<file path="config.mk">
export PLATFORM = sky130hd
export DESIGN_NAME = regulator_transition_control_reg
export DESIGN_NICKNAME = d
export VERILOG_FILES = /design/src/inc/xfer_ctl_pkg.sv /design/src/logic/regulator_transition_control_reg.sv /design/src/logic/slew_step_gen.sv
export SDC_FILE = /design/constraint.sdc
export NUM_CORES = 1
export LEC_CHECK = 0
export BUFFER_PORTS_ARGS = -buffer_cell sky130_fd_sc_hd__buf_2
export CAP_MARGIN = 10
export CORE_MARGIN = 2
export CORE_UTILIZATION = 40
export DETAILED_ROUTE_END_ITERATION = 10
export PLACE_DENSITY = 0.71
export SYNTH_ARGS = -nofsm -noshare
export SYNTH_HDL_FRONTEND = slang
export SYNTH_SLANG_ARGS = --single-unit
</file>
<file path="constraint.sdc">
create_clock -name clk -period 5.3 [get_ports clk]
set_input_delay 1.06 -clock clk [delete_from_list [all_inputs] [get_ports clk]]
set_output_delay 1.06 -clock clk [all_outputs]
set_load 0.1 [all_outputs]
</file>
<file path="src/inc/xfer_ctl_pkg.sv">
`default_nettype none
package xfer_ctl_pkg;
   // =====================================
   // register map
   localparam logic [7:0] TRANSITION_CONTROL_ADDR = 8'h03;
   localparam int         REG_W                   = 8;

   // =====================================
   // field positions
   localparam int GO_BIT       = 7;
   localparam int PULLDOWN_BIT = 6;
   localparam int FAULT_BIT    = 5;
   localparam int RSV_HI_BIT   = 4;
   localparam int RSV_LO_BIT   = 3;
   localparam int SLEW_HI_BIT  = 2;
   localparam int SLEW_LO_BIT  = 0;
   localparam int SLEW_W       = SLEW_HI_BIT - SLEW_LO_BIT + 1;

   // =====================================
   // reset values
   localparam logic             GO_RST       = 1'b0;
   localparam logic             PULLDOWN_RST = 1'b1;
   localparam logic [SLEW_W-1:0] SLEW_RST    = 3'h0;

   // =====================================
   // slew codes, rising transitions only
   localparam logic [SLEW_W-1:0] SLEW_SLOWEST = 3'h0;
   localparam logic [SLEW_W-1:0] SLEW_FASTEST = 3'h6;
   // rates in uV/us; each code doubles the previous one
   localparam int unsigned SLEW_RATE_UV_US [7] = '{150, 300, 600, 1200, 2400, 4800, 9600};

   // =====================================
   // timing
   localparam int unsigned CLK_MHZ      = 100;
   localparam int unsigned CODE_W       = 6;
   localparam int unsigned PERIOD_W     = 16;
   localparam int unsigned LSB_UV_DFLT  = 12500;

   typedef enum logic {ST_IDLE, ST_RAMP} xfer_state_t;
endpackage
`default_nettype wire

</file>
<file path="src/logic/regulator_transition_control_reg.sv">
`timescale 1ns/10ps
`default_nettype none
// Summary of operation
// [RQ1] Under software control, writing 1 to the trigger bit starts a move to the new target.
// [RQ2] The trigger is bit 7 and writes to it are ignored while hardware control is selected.
// [RQ3] The trigger bit clears itself when the move it started has finished.
// [RQ4] With bit 6 clear and the regulator disabled the output pull-down stays off.
// [RQ5] With bit 6 set and the regulator disabled the output pull-down is turned on.
// [RQ6] The status flag is read only; 1 means out of regulation or in current limit.
// [RQ7] Code 000 gives the slowest ramp, 0.15 mV/us; slewing applies to rising moves only.
// [RQ8] Slew code 110 gives the fastest rising ramp of 9.60 mV/us.
// [RQ9] Codes 001 to 101 give 0.30, 0.60, 1.20, 2.40 and 4.80 mV/us.
// [RQ10] The status flag sits in bit 5.
// [RQ11] Bits 4 and 3 read as zero and ignore writes.
module regulator_transition_control_reg
   import xfer_ctl_pkg::*;
#(
   parameter int unsigned LSB_UV        = LSB_UV_DFLT,
   parameter int unsigned SLOW_STEP_CYC = LSB_UV * CLK_MHZ / SLEW_RATE_UV_US[0]
) (
   input  wire logic                clk,
   input  wire logic                rst_n,
   input  wire logic [7:0]          reg_addr,
   input  wire logic                reg_wr_en,
   input  wire logic [REG_W-1:0]    reg_wr_data,
   input  wire logic                reg_rd_en,
   output logic [REG_W-1:0]         reg_rd_data,
   input  wire logic                hw_sw_select,
   input  wire logic                regulator_enable,
   input  wire logic                regulation_fault_flag,
   input  wire logic [CODE_W-1:0]   target_code,
   output logic [CODE_W-1:0]        dac_code,
   output logic                     ramp_active,
   output logic                     off_state_pulldown,
   output logic [SLEW_W-1:0]        slew_code
);
   // =====================================
   // elaboration check
   if (LSB_UV == 0) begin : g_bad_lsb
      $error("regulator_transition_control_reg: LSB_UV must be nonzero");
   end

   logic                go_ff;
   logic                pulldown_ff;
   logic [SLEW_W-1:0]   slew_ff;
   logic [REG_W-1:0]    rd_data_ff;
   logic                pd_out_ff;
   logic [CODE_W-1:0]   dac_ff;
   logic [CODE_W-1:0]   target_ff;
   xfer_state_t         state_ff;
   xfer_state_t         nxt_state;

   logic wr_hit;
   logic go_start;
   logic go_done;
   logic rising;
   logic step;

   // =====================================
   // write decode
   assign wr_hit   = reg_wr_en && (reg_addr == TRANSITION_CONTROL_ADDR);
   assign go_start = wr_hit && reg_wr_data[GO_BIT] && !hw_sw_select; // RQ1 RQ2
   assign rising   = (state_ff == ST_RAMP) && (dac_ff < target_ff);
   assign go_done  = (state_ff == ST_RAMP) && (dac_ff == target_ff);

   // =====================================
   // trigger bit
   // a fresh start in the finishing cycle wins so the new move is not lost
   always_ff @(posedge clk) begin
      if (!rst_n) begin
         go_ff <= GO_RST;
      end else if (go_start) begin
         go_ff <= 1'b1; // RQ1
      end else if (go_done) begin
         go_ff <= 1'b0; // RQ3
      end
   end

   // =====================================
   // plain control fields
   always_ff @(posedge clk) begin
      if (!rst_n) begin
         pulldown_ff <= PULLDOWN_RST;
         slew_ff     <= SLEW_RST;
      end else if (wr_hit) begin
         pulldown_ff <= reg_wr_data[PULLDOWN_BIT];
         slew_ff     <= reg_wr_data[SLEW_HI_BIT:SLEW_LO_BIT];
      end
   end

   // =====================================
   // transition sequencer
   always_comb begin
      nxt_state = state_ff;
      unique case (state_ff)
         ST_IDLE: begin
            if (go_start) begin
               nxt_state = ST_RAMP;
            end
         end
         ST_RAMP: begin
            if (go_done && !go_start) begin
               nxt_state = ST_IDLE; // RQ3
            end
         end
      endcase
   end

   always_ff @(posedge clk) begin
      if (!rst_n) begin
         state_ff <= ST_IDLE;
      end else begin
         state_ff <= nxt_state;
      end
   end

   always_ff @(posedge clk) begin
      if (!rst_n) begin
         target_ff <= '0;
      end else if (go_start) begin
         target_ff <= target_code; // RQ1
      end
   end

   // falling moves are not slewed; they land on the target in one cycle
   always_ff @(posedge clk) begin
      if (!rst_n) begin
         dac_ff <= '0;
      end else if (state_ff == ST_RAMP && !go_start) begin
         if (dac_ff > target_ff) begin
            dac_ff <= target_ff; // RQ7
         end else if (rising && step) begin
            dac_ff <= dac_ff + 1'b1; // RQ7
         end
      end
   end

   slew_step_gen #(
      .SLOW_STEP_CYC (SLOW_STEP_CYC)
   ) u_step (
      .clk       (clk),
      .rst_n     (rst_n),
      .restart   (go_start),
      .run       (rising),
      .slew_code (slew_ff),
      .step      (step)
   );

   // =====================================
   // off-state discharge
   always_ff @(posedge clk) begin
      if (!rst_n) begin
         pd_out_ff <= 1'b0;
      end else begin
         pd_out_ff <= pulldown_ff && !regulator_enable; // RQ4 RQ5
      end
   end

   // =====================================
   // read path, one cycle latency
   always_ff @(posedge clk) begin
      if (!rst_n) begin
         rd_data_ff <= '0;
      end else if (reg_rd_en) begin
         if (reg_addr == TRANSITION_CONTROL_ADDR) begin
            rd_data_ff                            <= '0; // RQ11
            rd_data_ff[GO_BIT]                    <= go_ff;
            rd_data_ff[PULLDOWN_BIT]              <= pulldown_ff;
            rd_data_ff[FAULT_BIT]                 <= regulation_fault_flag; // RQ6 RQ10
            rd_data_ff[SLEW_HI_BIT:SLEW_LO_BIT]   <= slew_ff;
         end else begin
            rd_data_ff <= '0;
         end
      end
   end

   assign reg_rd_data        = rd_data_ff;
   assign dac_code           = dac_ff;
   assign ramp_active        = go_ff;
   assign off_state_pulldown = pd_out_ff;
   assign slew_code          = slew_ff;
endmodule
`default_nettype wire

</file>
<file path="src/logic/slew_step_gen.sv">
`timescale 1ns/10ps
`default_nettype none
module slew_step_gen
   import xfer_ctl_pkg::*;
#(
   parameter int unsigned SLOW_STEP_CYC = 8333
) (
   input  wire logic                clk,
   input  wire logic                rst_n,
   input  wire logic                restart,
   input  wire logic                run,
   input  wire logic [SLEW_W-1:0]   slew_code,
   output logic                     step
);
   // =====================================
   // elaboration check
   if (SLOW_STEP_CYC >= (1 << PERIOD_W) || (SLOW_STEP_CYC >> SLEW_FASTEST) < 1) begin : g_bad
      $error("slew_step_gen: SLOW_STEP_CYC out of range");
   end

   localparam logic [PERIOD_W-1:0] SLOW_CYC = PERIOD_W'(SLOW_STEP_CYC);

   logic [PERIOD_W-1:0] cnt_ff;
   logic [PERIOD_W-1:0] period;
   logic [SLEW_W-1:0]   eff_code;

   // =====================================
   // period per code
   // code 111 has no defined rate; it is held at the fastest one
   always_comb begin
      eff_code = (slew_code > SLEW_FASTEST) ? SLEW_FASTEST : slew_code;
      period   = SLOW_CYC >> eff_code; // RQ7 RQ8 RQ9
   end

   always_ff @(posedge clk) begin
      if (!rst_n) begin
         cnt_ff <= '0;
      end else if (restart || !run) begin
         cnt_ff <= '0;
      end else if (cnt_ff >= period - 1'b1) begin
         cnt_ff <= '0;
      end else begin
         cnt_ff <= cnt_ff + 1'b1;
      end
   end

   // a code change mid-ramp takes effect at once, the counter is compared not reloaded
   assign step = run && !restart && (cnt_ff >= period - 1'b1);
endmodule
`default_nettype wire

</file>
### Yosys cells after proc, flatten, opt, wreduce, memory -nomap -nowiden

Index checks and enable logic that the tools add are counted.
W data, S select, Z words.

| cells by class | value |
|---|---|
| add/sub/neg operators | 3 |
| magnitude comparators | 4 |
| eq/ne operators | 2 |
| shift-type cells | 1 |
| mux-type cells | 9 |
| bitwise gates (word level) | 2 |
| reduce and logical (&&, ||, !) cells | 20 |

Operators with widths:

| kind | count |
|---|---|
| $add A16 B1 Y16 const B | 1 |
| $ge A16 B16 Y1 | 1 |
| $shr A14 B3 Y16 const A | 1 |
| $sub A16 B1 Y16 const B | 1 |
| $mux W6 | 2 |
| $logic_and A1 B1 Y1 | 11 |
| $eq A8 B2 Y1 const B | 1 |
| $mux W8 | 1 |
| $add A6 B1 Y6 const B | 1 |
| $eq A6 B6 Y1 | 1 |
| $gt A6 B6 Y1 | 1 |
| $lt A6 B6 Y1 | 1 |
| $logic_not A1 Y1 | 4 |
| $mux W1 | 4 |
| $reduce_bool A2 Y1 | 2 |
| $gt A3 B3 Y1 const B | 1 |
| $mux W3 | 1 |
| $reduce_or A3 Y1 | 1 |
| $not A1 Y1 | 2 |
| $pmux W1 S2 | 1 |
| $reduce_and A2 Y1 | 1 |
| $logic_or A1 B1 Y1 | 1 |

| word-level totals | value |
|---|---|
| register bits after elaboration | 43 |
| word-level logic and storage cells | 50 |

### Depth between registers and ports, before layout

Gate-level depths: netlist (run 1).

| depth | value |
|---|---|
| word-level depth | 10 |
| depth in mapped cells | 18 |
| mapped depth without buffers | 16 |

### Modules after synthesis

From an unflattened synthesis (run 1), not the netlist that was laid out.

| unflattened totals | value |
|---|---|
| cells, all modules | 315 |
| area, all modules | 2801.4 sq um |

Modules (own cells, without submodules):

| module | instances | cells an instance | area each (sq um) |
|---|---|---|---|
| slew_step_gen | 1 | 164 | 1411.4 |
| regulator_transition_control_reg | 1 | 151 | 1390.1 |

### Worst setup path before layout (run 1)

No wires, ideal clock.

| path | value |
|---|---|
| path type | reg-to-reg |
| from | reg slew_ff[2] (netlist: slew_code[2]) |
| to | reg dac_ff[2] (netlist: dac_code[2]) |
| library setup time | 0.116 ns |
| data arrival time | 4.258 ns |
| required time | 5.184 ns |
| slack | 0.926 ns |
| stages on the path, launching flop included | 18 |
| clock period less this slack | 4.374 ns |
| cell sequence | dfxtp_1 -> ha_1 -> nand2b_1 -> ha_1 -> o21bai_1 -> a2bb2oi_1 -> or3_1 -> nand4b_1 -> o22ai_1 -> nand2_1 -> ha_1 -> a2111oi_0 -> o221ai_1 -> a41oi_1 -> and3_1 -> buf_6 -> a2111oi_0 -> a31o_2 |

| between the ends | value |
|---|---|
| word-level cells in the longest chain between the ends | 9 |

Ends and longest elaborated chain:

| what | RTL line | text |
|---|---|---|
| start, declared | regulator_transition_control_reg.sv:45 | `logic [SLEW_W-1:0] slew_ff;` |
| start signal, assigned | regulator_transition_control_reg.sv:87 | `slew_ff <= reg_wr_data[SLEW_HI_BIT:SLEW_LO_BIT];` |
| $gt A3 B3 Y1 | slew_step_gen.sv:31 | `eff_code = (slew_code > SLEW_FASTEST) ? SLEW_FASTEST : slew_code;` |
| $mux W3 (*) | slew_step_gen.sv:31 |  |
| $shr A14 B3 Y16 (*) | slew_step_gen.sv:32 | `period = SLOW_CYC >> eff_code;` |
| $sub A16 B1 Y16 (*) | slew_step_gen.sv:48 | `assign step = run && !restart && (cnt_ff >= period - 1'b1);` |
| $ge A16 B16 Y1 (*) | slew_step_gen.sv:48 |  |
| $logic_and A1 B1 Y1 (*) | slew_step_gen.sv:48 |  |
| $logic_and A1 B1 Y1 (*) | regulator_transition_control_reg.sv:132 | `end else if (rising && step) begin` |
| $reduce_bool A2 Y1 (no source line) (*) | n/a |  |
| $reduce_and A2 Y1 (no source line) (*) | n/a |  |
| end signal, assigned | regulator_transition_control_reg.sv:131 | `dac_ff <= target_ff;` |
| end signal, assigned | regulator_transition_control_reg.sv:133 | `dac_ff <= dac_ff + 1'b1;` |
| end, declared | regulator_transition_control_reg.sv:48 | `logic [CODE_W-1:0] dac_ff;` |

Mark *: on every way between the ends. The rest lies on a longest branch, timed or not.
A chain may end at the register's enable or synchronous reset.

### Worst setup path in the final report (run 1)

| path | value |
|---|---|
| from | reg slew_ff[1] (netlist: slew_code[1]) |
| to | reg dac_ff[2] (netlist: dac_code[2]) |

The elaborated chain is that of the path after synthesis.

==> qor.csv, run 1 <==
metric;value;unit
syn_area_per_cell;8.521;sq um
endpoint;dac_code[2];
dpl.hpwl;4160;um
cp_common_cell;ha_1;
cts_tree;yes;
ys_ff_latch;41;
hold_class;register to register;
swShare;0.2209;
worstPathMaxFanout;11;
viasPerCell;5.333;
synth_area_leaders;dfxtp_1 (32%), ha_1 (14%), nor2_1 (6.3%);
whs_path_depth;1;
synthCells;300;
drcViolationCount;0;
worst_pin_slew;626.3;ps
root_buffer;clkbuf_8;
synth_top_area_share;0.3211;
maxCapViolations;0;
p_switching;133.6;uW
h-tree-depth;2;
clkTransAtPathRegs;80;ps
reg2reg_slack;950;ps
drtIter0Drc;44;
fmax;230.0;MHz
cp-startpoint;slew_code[1];
die_w;83.94;um
synth_edf_count;0;
grt-ovfl-total;0;
yosysUniqueCellTypes;50;
hold_violations;0;
setup_viol;0;
fin_nets;399;
grt_pass1_vias;2119;
fp-row-count;29;
power.share.clock;0.441;
p_leak;1.325;nW
status;finished, final reports clean;
cts_max_path_buffers;2;
intPower;471.2;uW
port_buffers;42;
rsz0062_at_grt;false;
num_antenna_cells;0;
ioPinCount;48;
crit_chain;ha_1, or2_2, ha_1, o21bai_1, a2bb2oi_1, nor4_1, a21boi_0, ha_1, nand4_1, nor4_2, a41oi_1, a31oi_1, o211ai_1, a31o_2;
drt-total-wl;5365;um
cp-end-kind;register;
ir_drop;0.0001351;V
antenna_found_initial;0;
vias;2240;
cts.sinks;41;
post_cts_resized;0;
antenna_left;0;
reg2reg_from;slew_code[1];
holdBufCountCts;0;
instances_no_fill;420;
grt_max_degree;22;
track_usage;0.1594;
report.final.slew_viol_count;0;
seq_area_frac_synth;0.3211;
fin_crit_sh;0.8205;
crit_slowest_cell;a31oi_1;
ys.flop_type;dfxtp_1;
reg2reg_depth;14;
drive_gt1_frac;0.1808;
place.gp.congestion;0.8286;
start_util;0.4072;
final_common_cell;nor2_1;
slowest_delay;500;ps
p_per_area;206.1;nW/um^2
layout_common_cells;nor2_1 (43), buf_2 (42), dfxtp_1 (41), ha_1 (28), nand2_1 (26);
worstSkewPairLatency;300;ps
numCtsBuffers;5;
core_area;6277;sq um
cp.required;5490;ps
fin_crit;4348;ps
synthArstFlopShare;0;
placed_cells;412;
whs;464.1;ps
startpoint_type;register;
die_h;83.94;um
cts_setup_buffers;0;
skew;13.72;ps
slew_headroom;0.5820;
r2r_end;dac_code[2];
first_pass_iters;4;
p_comb_frac;0.048;
synth_area;2556;sq um
die_area;7046;sq um
seqPwrFrac;0.511;
grt_pass1_wl;9328;um
area_growth_syn_to_layout;14.78;%
setup_tns;0;ps
ys_warn_count;0;
yosys.area.top_type;dfxtp_1;
critical_path_arrival;4540;ps
wl_per_cell;12.77;um
critical_path_class;register to register;
## cells by family (layout without fill, tap and decap cells)
kind of cell             Yosys count  count (layout)  synth area share
AND/OR/NAND/NOR                  120             120            0.2447
AO/OA/AOI/OAI                     57              57            0.1434
flip-flops                        41              41            0.3211
adder cells (fa/ha/maj)           28              28            0.1371
buffers and inverters             23              64           0.04258
XOR/XNOR                          16              16           0.05482
multiplexers                      14              14           0.05482
other                              1               3          0.001467
## cells in the mapped netlist (3+ instances only)
cell      number
nor2_1        43
nor3_1         4
and3_1         4
xnor2_1        9
a21boi_0       6
mux2i_1       14
nand3_1        9
xor2_1         7
o21ai_0       11
nor2b_1       10
or2_2          5
dfxtp_1       41
inv_1         14
ha_1          28
nand2b_1       3
nand2_1       26
clkbuf_1       5
o21a_1         4
a21oi_1       19
## routing by layer
metal / vias up / part of all wire / GRT usage / wire length, um
met1: 1054 / 0.45 / 0.1996 / 2395
met5: - / 0 / 0 / 0
met4: 0 / 0.017 / 0.06012 / 91
met2: 54 / 0.49 / 0.2662 / 2647
met3: 8 / 0.043 / 0.03660 / 230
li1: 1124 / - / - / -
## cell type report
cell class                 count  area [sq um]
clock inverter                 2         37.54
multi-input combinational    238          1634
inverter                      14         52.55
timing repair buffer          42         210.2
sequential                    41         820.8
fill                         611          3343
tap                           77         96.34
clock buffer                   6         82.58
## critical path, delay by kind of cell (launching register included)
| family | cells | cell delay (ps) |
|---|---|---|
| AO/OA/AOI/OAI | 7 | 1730 |
| adder cells (fa/ha/maj) | 3 | 920 |
| flip-flops | 1 | 410 |
| AND/OR/NAND/NOR | 4 | 1160 |
## power groups by stage
stage / combinational [mW] / sequential (mW) / clock, mW
after floorplan: 0.0137 / 0.320 / 0
after global placement: 0.0285 / 0.316 / 0
after detailed placement: 0.0289 / 0.316 / 0
after CTS: 0.0289 / 0.309 / 0.274
after global routing: 0.0309 / 0.309 / 0.281
final: 0.0289 / 0.309 / 0.267
## worst min-delay path by stage
| stage | startpoint | endpoint | slack, ps |
|---|---|---|---|
| after floorplan | u_step.cnt_ff[0] | u_step.cnt_ff[0] | 430 |
| after global placement | u_step.cnt_ff[0] | u_step.cnt_ff[0] | 440 |
| after detailed placement | u_step.cnt_ff[0] | u_step.cnt_ff[0] | 450 |
| after CTS | u_step.cnt_ff[0] | u_step.cnt_ff[0] | 470 |
| after global routing | u_step.cnt_ff[0] | u_step.cnt_ff[0] | 490 |
| final | u_step.cnt_ff[0] | u_step.cnt_ff[0] | 460 |
## registers in the layout, indices dropped and copies added (netlist names)
| signal | flops |
|---|---|
| dac_code | 6 |
| slew_code | 3 |
| pulldown_ff | 1 |
| ramp_active | 1 |
| reg_rd_data | 6 |
| state_ff | 1 |
| off_state_pulldown | 1 |
| u_step.cnt_ff | 16 |
| target_ff | 6 |
## stage by stage
step           cell area (sq um)  utilization  power [mW]  worst slack [ps]
6_report                    2934       0.4674      0.6048             951.6
5_1_grt                     2934       0.4674      0.6211             507.6
4_1_cts                     2934       0.4674      0.6123             958.0
3_5_place_dp                2814       0.4483      0.3453             978.2
3_3_place_gp                2814       0.4483      0.3448              1057
2_1_floorplan               2564            -      0.3334             926.2
(Power assumes the default switching activity.)
==> run 2: changes to the inputs <==
==> constraint.sdc (replaced) <==
create_clock -name clk -period 4.6 [get_ports clk]
set_input_delay 0.92 -clock clk [delete_from_list [all_inputs] [get_ports clk]]
set_output_delay 0.92 -clock clk [all_outputs]
set_load 0.1 [all_outputs]
==> qor.csv, run 2 (synthesis gave the netlist of run 1 again) <==
metric;value;unit;change
die_h;83.94;um;unchanged
cts_tree;yes;;
critical_path_arrival;4430;ps;-110 ps
grt_pass1_vias;2087;;-1.5%
cts.sinks;41;;unchanged
reg2reg_slack;360;ps;-590 ps
r2r_end;dac_code[2];;
antenna_left;0;;unchanged
skew;10.42;ps;-3.294 ps
fin_crit_sh;0.9218;;+0.1014
placed_cells;414;;+0.49%
cp-end-kind;register;;
layout_setup_ws;359.5;ps;-592.1 ps
largest_register_ffs;16;;unchanged
drtIter0Drc;100;;+130%
num_antenna_cells;0;;unchanged
vias;2184;;-2.5%
cp.required;4790;ps;-700 ps
hold_violations;0;;unchanged
hp-start;u_step.cnt_ff[0];;
fin_util;0.4670;;about the same
worst_pin_slew;658.9;ps;+32.61 ps
grt-ovfl-total;0;;unchanged
worstSkewPairLatency;300;ps;about the same
root_buffer;clkbuf_8;;
instances_no_fill;422;;+0.48%
ir_drop;0.0001185;V;-12%
report.final.slew_viol_count;0;;unchanged
dpl_worst_slack;322.2;ps;-656.1 ps
wl_per_cell;12.76;um;-0.12%
drt-total-wl;5384;um;+0.35%
drive_gt1_frac;0.1942;;+0.01344
dpl_cell_area;2829;sq um;+0.53%
endpoint;dac_code[2];;
hold_class;register to register;;
core_area;6277;sq um;unchanged
worstPathMaxFanout;10;;-1
fin_crit;4240;ps;-107.9 ps
maxCapViolations;0;;unchanged
drcViolationCount;0;;unchanged
viasPerCell;5.175;;-3.0%
final_common_cell;nor2_1;;
p_leak;1.316;nW;-0.65%
cts_setup_buffers;0;;unchanged
antenna_found_initial;0;;unchanged
top_register;u_step.cnt_ff;;
grt_max_degree;22;;unchanged
fin_nets;401;;+0.50%
reg2reg_depth;16;;+2
layout_common_cells;nor2_1 (43), buf_2 (42), dfxtp_1 (40), ha_1 (28), nand2_1 (26);;
fp-row-count;29;;unchanged
start_util;0.4072;;unchanged
track_usage;0.1550;;-0.004344
area_growth_syn_to_layout;14.68;%;about the same
grt_pass1_wl;9259;um;-0.74%
clkTransAtPathRegs;90;ps;about the same
numCtsBuffers;5;;unchanged
setup_viol;0;;unchanged
status;finished, final reports clean;;
post_cts_resized;0;;unchanged
die_w;83.94;um;unchanged
critical_path_class;register to register;;
slew_headroom;0.5561;;-0.02592
first_pass_iters;4;;unchanged
cp-startpoint;slew_code[2];;
fmax;235.8;MHz;+2.5%
dpl.hpwl;4124;um;-0.87%
holdBufCountCts;0;;unchanged
reg2reg_from;slew_code[2];;
port_buffers;42;;unchanged
place.gp.congestion;0.8607;;+3.9%
rsz0062_at_grt;false;;
ioPinCount;48;;unchanged
setup_tns;0;ps;unchanged
cts_max_path_buffers;2;;unchanged
postLayoutCellArea;2932;sq um;about the same
die_area;7046;sq um;unchanged
h-tree-depth;2;;unchanged
startpoint_type;register;;
p_per_area;215.9;nW/um^2;+4.8%
run 2: changes by cell type in the layout (fill, tap and decap cells not counted), sizes merged:
cell      delta
clkinvlp     +1
buf          +2
bufinv       -1
run 2: how the worst min path moves through the flow:
stage / cells after the start / end
3_5_place_dp: 1 / u_step.cnt_ff[0]
4_1_cts: 1 / u_step.cnt_ff[0]
2_1_floorplan: 1 / u_step.cnt_ff[0]
6_report: 1 / u_step.cnt_ff[0]
3_3_place_gp: 1 / u_step.cnt_ff[0]
5_1_grt: 1 / u_step.cnt_ff[0]
run 2: metal layers:
| metal | vias up | GRT usage | part of all wire |
|---|---|---|---|
| li1 | 1127 | - | - |
| met3 | 7 | 0.03660 | 0.035 |
| met4 | 0 | 0.04106 | 0.0098 |
| met2 | 40 | 0.2662 | 0.49 |
| met1 | 1010 | 0.1944 | 0.47 |
| met5 | - | 0 | 0 |
run 2: power by group:
part / switching (mW) / internal [mW] / total, mW
combinational: 0.0227 / 0.0108 / 0.0335
sequential: 0.000512 / 0.356 / 0.356
clock: 0.136 / 0.107 / 0.243
total: 0.160 / 0.473 / 0.633
run 2: worst max-delay path, cell delays in order (launching register included):
cell and delay (ps):
dfxtp_2 380, ha_1 250, or2_2 320, ha_1 260, o21bai_1 200, a2bb2oi_1 170
or3_1 360, nand4b_1 160, o22ai_1 110, nand2_1 80, ha_1 250, a2111oi_0 400
o221ai_1 200, a41oi_1 310, and3_2 330, a2111oi_0 100, a31o_2 250
run 2: cell type report:
cell class                 instances  area (sq um)
tap                               77         96.34
inverter                          14         52.55
timing repair buffer              44         225.2
clock buffer                       6         72.57
sequential                        41         822.0
clock inverter                     2         15.01
fill                             623          3346
multi-input combinational        238          1648
run 2: stage by stage:
stage | hold slack [ps] | total power [mW]
after global placement | 442.1 | 0.3974
after global routing | 494.6 | 0.6538
final | 464.8 | 0.6331
after floorplan | 429.9 | 0.3841
after CTS | 470.6 | 0.6369
after detailed placement | 452.4 | 0.3979
